File: config.mk
export PLATFORM = sky130hd
export DESIGN_NAME = peripheral_soft_reset_regs
export DESIGN_NICKNAME = d
export VERILOG_FILES = /design/src/periph_reset_pkg.sv /design/src/peripheral_soft_reset_regs.sv
export SDC_FILE = /design/constraint.sdc
export NUM_CORES = 1
export LEC_CHECK = 0
export CAP_MARGIN = 20
export CORE_UTILIZATION = 56
export CTS_CLUSTER_DIAMETER = 80
export CTS_CLUSTER_SIZE = 28
export DETAILED_ROUTE_END_ITERATION = 6
export DONT_BUFFER_PORTS = 1
export PLACE_DENSITY = 0.81
export SLEW_MARGIN = 20
export SYNTH_ARGS = -nofsm -noshare
export SYNTH_HDL_FRONTEND = slang
export SYNTH_SLANG_ARGS = --single-unit
export TNS_END_PERCENT = 10
File: constraint.sdc
create_clock -name sys_clk_i -period 1.39 [get_ports sys_clk_i]
set_clock_uncertainty 0.2 [all_clocks]
set_input_delay 0.0695 -clock sys_clk_i [delete_from_list [all_inputs] [get_ports sys_clk_i]]
set_output_delay 0.0695 -clock sys_clk_i [all_outputs]
set_load 0.01 [all_outputs]
File: src/periph_reset_pkg.sv
`default_nettype none
package periph_reset_pkg;
	// Register word offsets (byte addresses)
	localparam logic [7:0] BUS2_RST_OFS = 8'h00;
	localparam logic [7:0] BUS1_RST_OFS = 8'h04;
	// Reset values of both control registers
	localparam logic [31:0] BUS2_RST_RESET = 32'h0000_0000;
	localparam logic [31:0] BUS1_RST_RESET = 32'h0000_0000;
	// Writable bits; every other bit is reserved and stays zero
	localparam logic [31:0] BUS2_RST_WMASK = 32'h07F8_FE7F;
	localparam logic [31:0] BUS1_RST_WMASK = 32'h3EFF_C9FF;
	// Bits that hold state but always read back as zero
	localparam logic [31:0] BUS2_RST_RZERO = 32'h0000_0002;
	localparam logic [31:0] BUS1_RST_RZERO = 32'h0000_0000;
	// Second bus group field positions
	localparam int SERIAL8_POS = 26;
	localparam int SERIAL7_POS = 25;
	localparam int SERIAL6_POS = 24;
	localparam int TWOWIRE3_POS = 23;
	localparam int CLOCK_CALIB_POS = 22;
	localparam int TIMER11_POS = 21;
	localparam int TIMER10_POS = 20;
	localparam int TIMER9_POS = 19;
	localparam int CONVERTER3_POS = 15;
	localparam int SYNC_SERIAL1_POS = 14;
	localparam int TIMER8_POS = 13;
	localparam int SERIAL_PERIPH1_POS = 12;
	localparam int TIMER1_POS = 11;
	localparam int CONVERTER2_POS = 10;
	localparam int CONVERTER1_POS = 9;
	localparam int PORT_E_POS = 6;
	localparam int PORT_D_POS = 5;
	localparam int PORT_C_POS = 4;
	localparam int PORT_B_POS = 3;
	localparam int PORT_A_POS = 2;
	localparam int EXT_IRQ_UNIT_POS = 1;
	localparam int PIN_MUX_POS = 0;
	// First bus group field positions
	localparam int DAC_BLOCK_POS = 29;
	localparam int POWER_CTRL_POS = 28;
	localparam int BACKUP_REGS_POS = 27;
	localparam int CAN_CTRL2_POS = 26;
	localparam int CAN_CTRL1_POS = 25;
	localparam int USB_BLOCK_POS = 23;
	localparam int TWOWIRE2_POS = 22;
	localparam int TWOWIRE1_POS = 21;
	localparam int SERIAL5_POS = 20;
	localparam int SERIAL4_POS = 19;
	localparam int SYNC_SERIAL3_POS = 18;
	localparam int SYNC_SERIAL2_POS = 17;
	localparam int SERIAL_PERIPH4_POS = 16;
	localparam int SERIAL_PERIPH3_POS = 15;
	localparam int SERIAL_PERIPH2_POS = 14;
	localparam int WINDOW_WATCHDOG_POS = 11;
	localparam int BUS1_TIMERS_MSB = 8;
	// Whole state of the reset bank
	typedef struct packed {
		logic [31:0] bus2_periph_reset_ctrl;
		logic [31:0] bus1_periph_reset_ctrl;
		logic [31:0] rdata;
	} reset_bank_state_t;
endpackage : periph_reset_pkg
`default_nettype wire

File: src/peripheral_soft_reset_regs.sv
// Our own choices: the plain strobed port and the register offsets.
`timescale 1ns/1ps
`default_nettype none
module peripheral_soft_reset_regs (
	// Clock and reset
	input wire logic sys_clk_i,
	input wire logic srst_i,
	// Register port
	input wire logic [7:0] reg_addr_i,
	input wire logic [31:0] reg_wdata_i,
	input wire logic reg_wr_i,
	input wire logic reg_rd_i,
	output logic [31:0] reg_rdata_o,
	// Second bus group resets
	output logic serial8_reset_o,
	output logic serial7_reset_o,
	output logic serial6_reset_o,
	output logic twowire3_reset_o,
	output logic clock_calib_reset_o,
	output logic timer11_reset_o,
	output logic timer10_reset_o,
	output logic timer9_reset_o,
	output logic converter3_reset_o,
	output logic sync_serial1_reset_o,
	output logic timer8_reset_o,
	output logic serial_periph1_reset_o,
	output logic timer1_reset_o,
	output logic converter2_reset_o,
	output logic converter1_reset_o,
	output logic port_e_reset_o,
	output logic port_d_reset_o,
	output logic port_c_reset_o,
	output logic port_b_reset_o,
	output logic port_a_reset_o,
	output logic ext_irq_unit_reset_o,
	output logic pin_mux_reset_o,
	// First bus group resets
	output logic dac_block_reset_o,
	output logic power_ctrl_reset_o,
	output logic backup_regs_reset_o,
	output logic can_ctrl2_reset_o,
	output logic can_ctrl1_reset_o,
	output logic usb_block_reset_o,
	output logic twowire2_reset_o,
	output logic twowire1_reset_o,
	output logic serial5_reset_o,
	output logic serial4_reset_o,
	output logic sync_serial3_reset_o,
	output logic sync_serial2_reset_o,
	output logic serial_periph4_reset_o,
	output logic serial_periph3_reset_o,
	output logic serial_periph2_reset_o,
	output logic window_watchdog_reset_o,
	output logic [8:0] bus1_timer_resets_o
);

	periph_reset_pkg::reset_bank_state_t state;
	periph_reset_pkg::reset_bank_state_t next_state;
	// Register hits of the current access, one-hot
	logic hit_bus2;
	logic hit_bus1;

	// Address decode shared by the write and the read path, so both always agree on which
	// word an offset names; any other offset selects nothing
	function automatic logic [1:0] decode_reg(input logic [7:0] addr);
		logic [1:0] sel;
		sel = 2'h0;
		case (addr)
			periph_reset_pkg::BUS2_RST_OFS: begin
				sel = 2'h1;
			end
			periph_reset_pkg::BUS1_RST_OFS: begin
				sel = 2'h2;
			end
			default: begin
				sel = 2'h0;
			end
		endcase
		return sel;
	endfunction : decode_reg

	// Read-back view of a control word: reserved positions are already zero in the store,
	// bits that must read as zero are hidden here without touching their reset line
	function automatic logic [31:0] read_view(input logic [31:0] value, input logic [31:0] rzero);
		return value & ~rzero;
	endfunction : read_view

	// One decode per access; the master never raises both strobes together
	assign {hit_bus1, hit_bus2} = decode_reg(reg_addr_i);

	// Next state: masked writes, read data captured for the following cycle
	always_comb begin
		next_state = state;
		// Read data stands one cycle only, zero whenever no read was taken
		next_state.rdata = 32'h0000_0000;
		if (reg_wr_i && hit_bus2) begin
			// Reserved positions never take a one
			next_state.bus2_periph_reset_ctrl =
				reg_wdata_i & periph_reset_pkg::BUS2_RST_WMASK;
		end
		if (reg_wr_i && hit_bus1) begin
			// Backup register line sits in this word like any other writable bit
			next_state.bus1_periph_reset_ctrl =
				reg_wdata_i & periph_reset_pkg::BUS1_RST_WMASK;
		end
		// Unmapped writes fall through both tests and are dropped
		if (reg_rd_i && hit_bus2) begin
			// Interrupt unit bit still drives its reset, only hidden
			next_state.rdata = read_view(state.bus2_periph_reset_ctrl,
				periph_reset_pkg::BUS2_RST_RZERO);
		end
		if (reg_rd_i && hit_bus1) begin
			next_state.rdata = read_view(state.bus1_periph_reset_ctrl,
				periph_reset_pkg::BUS1_RST_RZERO);
		end
		// Unmapped reads leave the zero default in place
	end

	// State register; system reset clears every control bit
	// The reset is synchronous, so a peripheral released by it leaves reset on a clock edge
	// and never glitches between edges
	always_ff @(posedge sys_clk_i) begin
		if (srst_i) begin
			state.bus2_periph_reset_ctrl <= periph_reset_pkg::BUS2_RST_RESET;
			state.bus1_periph_reset_ctrl <= periph_reset_pkg::BUS1_RST_RESET;
			state.rdata <= 32'h0000_0000;
		end else begin
			state <= next_state;
		end
	end

	// Read data straight from its flop, zero outside the answering cycle
	assign reg_rdata_o = state.rdata;

	// Reset lines are plain levels of the control bits, so a peripheral stays
	// held for exactly as long as software leaves its bit at one
	assign serial8_reset_o = state.bus2_periph_reset_ctrl[periph_reset_pkg::SERIAL8_POS];
	assign serial7_reset_o = state.bus2_periph_reset_ctrl[periph_reset_pkg::SERIAL7_POS];
	assign serial6_reset_o = state.bus2_periph_reset_ctrl[periph_reset_pkg::SERIAL6_POS];

	// Two-wire port and clock calibration unit
	assign twowire3_reset_o = state.bus2_periph_reset_ctrl[periph_reset_pkg::TWOWIRE3_POS];
	assign clock_calib_reset_o = state.bus2_periph_reset_ctrl[periph_reset_pkg::CLOCK_CALIB_POS];

	// Timers of the upper group
	assign timer11_reset_o = state.bus2_periph_reset_ctrl[periph_reset_pkg::TIMER11_POS];
	assign timer10_reset_o = state.bus2_periph_reset_ctrl[periph_reset_pkg::TIMER10_POS];
	assign timer9_reset_o = state.bus2_periph_reset_ctrl[periph_reset_pkg::TIMER9_POS];

	// Converter 3 sits just below the reserved gap, which has no lines
	assign converter3_reset_o = state.bus2_periph_reset_ctrl[periph_reset_pkg::CONVERTER3_POS];

	// Synchronous serial port and the second advanced timer
	assign sync_serial1_reset_o =
		state.bus2_periph_reset_ctrl[periph_reset_pkg::SYNC_SERIAL1_POS];
	assign timer8_reset_o = state.bus2_periph_reset_ctrl[periph_reset_pkg::TIMER8_POS];

	// Serial peripheral port and the first advanced timer
	assign serial_periph1_reset_o =
		state.bus2_periph_reset_ctrl[periph_reset_pkg::SERIAL_PERIPH1_POS];
	assign timer1_reset_o = state.bus2_periph_reset_ctrl[periph_reset_pkg::TIMER1_POS];

	// Converters 1 and 2
	assign converter2_reset_o = state.bus2_periph_reset_ctrl[periph_reset_pkg::CONVERTER2_POS];
	assign converter1_reset_o = state.bus2_periph_reset_ctrl[periph_reset_pkg::CONVERTER1_POS];

	// General purpose ports; the reserved pair above them has no lines
	assign port_e_reset_o = state.bus2_periph_reset_ctrl[periph_reset_pkg::PORT_E_POS];
	assign port_d_reset_o = state.bus2_periph_reset_ctrl[periph_reset_pkg::PORT_D_POS];
	assign port_c_reset_o = state.bus2_periph_reset_ctrl[periph_reset_pkg::PORT_C_POS];
	assign port_b_reset_o = state.bus2_periph_reset_ctrl[periph_reset_pkg::PORT_B_POS];
	assign port_a_reset_o = state.bus2_periph_reset_ctrl[periph_reset_pkg::PORT_A_POS];

	// Interrupt unit line follows its bit even though reads hide it
	assign ext_irq_unit_reset_o =
		state.bus2_periph_reset_ctrl[periph_reset_pkg::EXT_IRQ_UNIT_POS];
	assign pin_mux_reset_o = state.bus2_periph_reset_ctrl[periph_reset_pkg::PIN_MUX_POS];

	// First bus group lines, same level behaviour
	assign dac_block_reset_o = state.bus1_periph_reset_ctrl[periph_reset_pkg::DAC_BLOCK_POS];
	assign power_ctrl_reset_o = state.bus1_periph_reset_ctrl[periph_reset_pkg::POWER_CTRL_POS];

	// Battery-backed registers stay cleared while the bit is one; software writes zero again
	assign backup_regs_reset_o =
		state.bus1_periph_reset_ctrl[periph_reset_pkg::BACKUP_REGS_POS];

	// CAN controllers; the bit below them is reserved
	assign can_ctrl2_reset_o = state.bus1_periph_reset_ctrl[periph_reset_pkg::CAN_CTRL2_POS];
	assign can_ctrl1_reset_o = state.bus1_periph_reset_ctrl[periph_reset_pkg::CAN_CTRL1_POS];

	// USB block and two-wire ports
	assign usb_block_reset_o = state.bus1_periph_reset_ctrl[periph_reset_pkg::USB_BLOCK_POS];
	assign twowire2_reset_o = state.bus1_periph_reset_ctrl[periph_reset_pkg::TWOWIRE2_POS];
	assign twowire1_reset_o = state.bus1_periph_reset_ctrl[periph_reset_pkg::TWOWIRE1_POS];

	// Plain serial ports 4 and 5
	assign serial5_reset_o = state.bus1_periph_reset_ctrl[periph_reset_pkg::SERIAL5_POS];
	assign serial4_reset_o = state.bus1_periph_reset_ctrl[periph_reset_pkg::SERIAL4_POS];

	// Synchronous serial ports 2 and 3
	assign sync_serial3_reset_o =
		state.bus1_periph_reset_ctrl[periph_reset_pkg::SYNC_SERIAL3_POS];
	assign sync_serial2_reset_o =
		state.bus1_periph_reset_ctrl[periph_reset_pkg::SYNC_SERIAL2_POS];

	// Serial peripheral ports 2 to 4
	assign serial_periph4_reset_o =
		state.bus1_periph_reset_ctrl[periph_reset_pkg::SERIAL_PERIPH4_POS];
	assign serial_periph3_reset_o =
		state.bus1_periph_reset_ctrl[periph_reset_pkg::SERIAL_PERIPH3_POS];
	assign serial_periph2_reset_o =
		state.bus1_periph_reset_ctrl[periph_reset_pkg::SERIAL_PERIPH2_POS];

	// Window watchdog; the two bits above it are reserved
	assign window_watchdog_reset_o =
		state.bus1_periph_reset_ctrl[periph_reset_pkg::WINDOW_WATCHDOG_POS];
	// Low timer group, one line per bit; the loop keeps each line at its own bit
	// so a change of the group's top bit needs no edit here
	for (genvar t = 0; t <= periph_reset_pkg::BUS1_TIMERS_MSB; t = t + 1) begin : g_bus1_timer
		assign bus1_timer_resets_o[t] = state.bus1_periph_reset_ctrl[t];
	end

endmodule : peripheral_soft_reset_regs
`default_nettype wire

### Word level (Yosys, flattened, before mapping)

Cells that the tools add are included.

| storage, ports and cells | value |
|---|---|
| flip-flop bits (word level) | 79 |
| output and inout bits | 79 |

| operators by class | value |
|---|---|
| equal/unequal tests | 1 |
| reductions and logical operators | 7 |
| multiplexer cells | 3 |
| bitwise operators | 1 |

Operators with widths:

| kind | number |
|---|---|
| $mux W30 | 1 |
| $mux W27 | 1 |
| $eq A8 B3 Y1 const B | 1 |
| $logic_not A8 Y1 | 1 |
| $logic_and A1 B1 Y1 | 4 |
| $pmux W2 S2 | 1 |
| $reduce_or A3 Y1 | 1 |
| $reduce_or A2 Y1 | 1 |
| $not A1 Y1 | 1 |

### Depth between registers and ports, before layout

| logic depth | value |
|---|---|
| depth in word-level cells | 5 |
| gate-level depth with buffers | 4 |
| mapped depth without buffers | 3 |

### Least setup slack after synthesis

OpenSTA, ideal clock, no wires.

| timing path | value |
|---|---|
| path type | input to register |
| start point | in reg_addr_i[3] |
| end point | reg state (netlist bit clock_calib_reset_o) |
| stages | 4 |
| arrival | 1.002 ns |
| required time | 1.070 ns |
| path slack | 0.068 ns |
| setup time | 0.120 ns |
| cells stage by stage | nor3_1 -> nand4b_2 -> buf_6 -> mux2i_1 |

| between the ends | value |
|---|---|
| cells in the longest elaborated chain, start to end | 3 |

RTL lines:

| item | RTL line | RTL |
|---|---|---|
| start, declared | peripheral_soft_reset_regs.sv:9 | `input wire logic [7:0] reg_addr_i,` |
| $eq A8 B3 Y1 / $logic_not A8 Y1 (equally long branches) | peripheral_soft_reset_regs.sv:68 | `case (addr)` |
| $pmux W2 S2 * | peripheral_soft_reset_regs.sv:68 |  |
| $logic_and A1 B1 Y1 * | peripheral_soft_reset_regs.sv:96 | `if (reg_wr_i && hit_bus2) begin` |
| end signal, assigned | peripheral_soft_reset_regs.sv:128 | `state <= next_state;` |
| end, declared | peripheral_soft_reset_regs.sv:57 | `periph_reset_pkg::reset_bank_state_t state;` |

Every way passes the cells marked *; elsewhere a longest branch is shown, timed or not.
A chain may end at the register's enable or synchronous reset.

==> metrics.cfg <==
[outcome]
status = finished, violations left
violations = negative hold slack

[timing]
post-route-period-util_pct = 99.2
clock.fmax_ghz = 0.726
final-hold-violation-count = 60
finalSetupViolations = 0
rsz0062_at_grt = no
min_period_ns = 1.38
drv_slew = 0
hold_ws_ns = -0.133
finalSetupTns_ns = 0

[die]
die_width_um = 75.4
coreArea_mm2 = 0.00514
row_count = 26
die_h_um = 75.4
ios = 123
start_util_pct = 58.7
fp.dieArea_mm2 = 0.00568

[yosys]
avgSynthCellArea_um2 = 10.9
synth_compound_area_share_pct = 0
synth_cell_type_count = 19
yosys.area.top_type = dfxtp_1
synth-adder-area-share_pct = 0
yosysWarnings = 0
synth_mux_area_share_pct = 20.9
syn-cell-area_mm2 = 0.00302
synth_top_family_by_area = simple AND/OR/NAND/NOR gates
synth-seq-cells = 77
synthSimpleGateAreaFrac_pct = 24.0
syn_inst = 276
synthTopCellsByArea = dfxtp_1 51%, mux2i_1 21%, nand2b_1 16%
synth_xor_area_share_pct = 0
seq_area_frac_synth_pct = 51.1
synth_top_area_share_pct = 51.1

[drt]
first_pass_iters = 4
wl_per_cell_um = 17.9
wirelength_mm = 7.31
routed-via-count = 2178
drt_first_iter_violations = 63
ant_nets = 0
drc = 0
viasPerCell = 5.34

[clock_tree]
clk_latency_ns = 0.32
cts_tree = yes
cts_buffer_depth = 2
htree_levels = 3
cts_resized = 0
clk_pin_slew_worst_paths_ns = 0.08
cts_buffers = 9
cts_sinks = 77
cts-root-buf = clkbuf_8

[setup_path]
arrival_ns = 1.38
crit_family = buffers and inverters
cpPeakStageDelay_ns = 0.58
crit-reg2reg-launch = serial7_reset_o$_SDFFE_PP0P_
path_class = input pin to flop
critPathBufInv = 2
reg2reg_setup_slack_ns = 0.41
endpoint_kind = flop
reg2regPathDepth = 2
required_ns = 1.39
slowest_stage = dlygate4sd3_1
timing.rr.end = serial7_reset_o$_SDFFE_PP0P_
cp_max_fo = 2
crit_top_cell = dlygate4sd3_1
crit_chain = dlygate4sd3_1, nand2b_1, dlygate4sd3_1, mux2i_1
startpoint_type = input pin

[hold_path]
min_from = reg_addr_i[2]
min_path_type = input pin to flop
min_to = reg_rdata_o[12]$_SDFF_PP0_
hold_path_depth = 2

[grt]
grt_pass1_vias = 2157
grt_usage_pct = 24.3
grt_max_degree = 63
grt_pass1_wl_mm = 10.1
gr-total-overflow = 0
grt_antenna_before_repair = 0

[pwr]
total_leakage_power_nw = 1.78
power_per_cell_area_mw_per_mm2 = 1080
ir_drop_mv = 0.983

[cells_and_area]
syn2layout_area_growth_pct = 29.4
multi_input_area_mm2 = 0.00136
drive_above_1_share_pct = 7.99
post_layout_nonfiller_instances = 408
antenna_cells = 0
largest_reg_flops = 30
fill_cells = 339
fin_area_mm2 = 0.00390
register_area_mm2 = 0.00154
layout_common_cells = 77 x nand2b_1, 77 x dfxtp_1, 63 x mux2i_1
fin_nets = 377

[placed_design]
post-dp-hpwl_mm = 3.76
placed_cell_area_mm2 = 0.00308
placed_cells = 333
portBuffers = 0
gp_congestion = 0.714

[job]
max-cap-violations = 0

## synthesized netlist by cell type
master	n
and3b_1	1
nor2_1	16
and3_1	9
nand3b_1	1
nor4b_1	1
mux2i_1	63
buf_6	4
buf_4	2
nand4b_2	1
nor3b_1	5
conb_1	1
nor3_1	1
buf_2	1
buf_1	1
dfxtp_1	77
nor4_4	1
clkbuf_1	13
nand4_4	1
nand2b_1	77
## cells by family (layout without fill, tap and decap cells)
| kind of cell | count (synthesis) | in the layout |
|---|---|---|
| buffers and inverters | 21 | 82 |
| DFF | 77 | 77 |
| muxes | 63 | 63 |
| other | 1 | 2 |
| and+or+nand+nor | 114 | 114 |
## worst max-delay path by stage
stage	start	end	slack, ns	cells past startpoint
final	reg_wdata_i[26]	serial8_reset_o$_SDFFE_PP0P_	0.01	4
after global routing	reg_wdata_i[8]	bus1_timer_resets_o[8]$_SDFFE_PP0P_	0.002	4
after CTS	reg_wdata_i[21]	timer11_reset_o$_SDFFE_PP0P_	0.11	4
after detailed placement	reg_addr_i[5]	reg_rdata_o[9]$_SDFF_PP0_	0.02	4
after global placement	reg_addr_i[5]	timer10_reset_o$_SDFFE_PP0P_	0.06	4
after floorplan	reg_addr_i[3]	clock_calib_reset_o$_SDFFE_PP0P_	0.07	4
## repair_timing
item                                   4_1_cts  5_1_grt
setup buffers                                0        0
endpoints found under the hold margin       77       45
hold buffers                                58        1
## area by class of cell
| type | instances | share of cell area, % |
|---|---|---|
| Clock buffer | 13 | 4.33 |
| Tap cell | 70 | 2.24 |
| Multi-Input combinational cell | 179 | 34.9 |
| Sequential cell | 77 | 39.5 |
| Clock inverter | 3 | 1.09 |
| Timing Repair Buffer | 66 | 18.0 |
## stage by stage
stage	utilization (%)	total power, W	worst slack (ns)	hold WS (ns)
4_1_cts	75.7	0.00422	0.105	-0.144
3_3_place_gp	59.9	0.00235	0.0557	-0.0480
5_1_grt	75.9	0.00438	0.00225	-0.134
2_1_floorplan	-	0.00238	0.0685	0.0216
3_5_place_dp	59.9	0.00235	0.0172	-0.0462
6_report	75.9	0.00423	0.0117	-0.133
## power breakdown
group	switching [W]	internal, W	leakage [nW]
Clock	0.000768	0.000976	0.106
Sequential	0.00000234	0.00221	0.620
Combinational	0.0000993	0.000179	1.05
## metal layers
layer | track usage (%) | share of wire [%]
met4 | 7.82 | 0.77
met5 | 0 | 0
met3 | 6.88 | 5.7
met2 | 44.9 | 53
met1 | 26.9 | 41
Note: power is estimated with default switching activity, not from simulation.
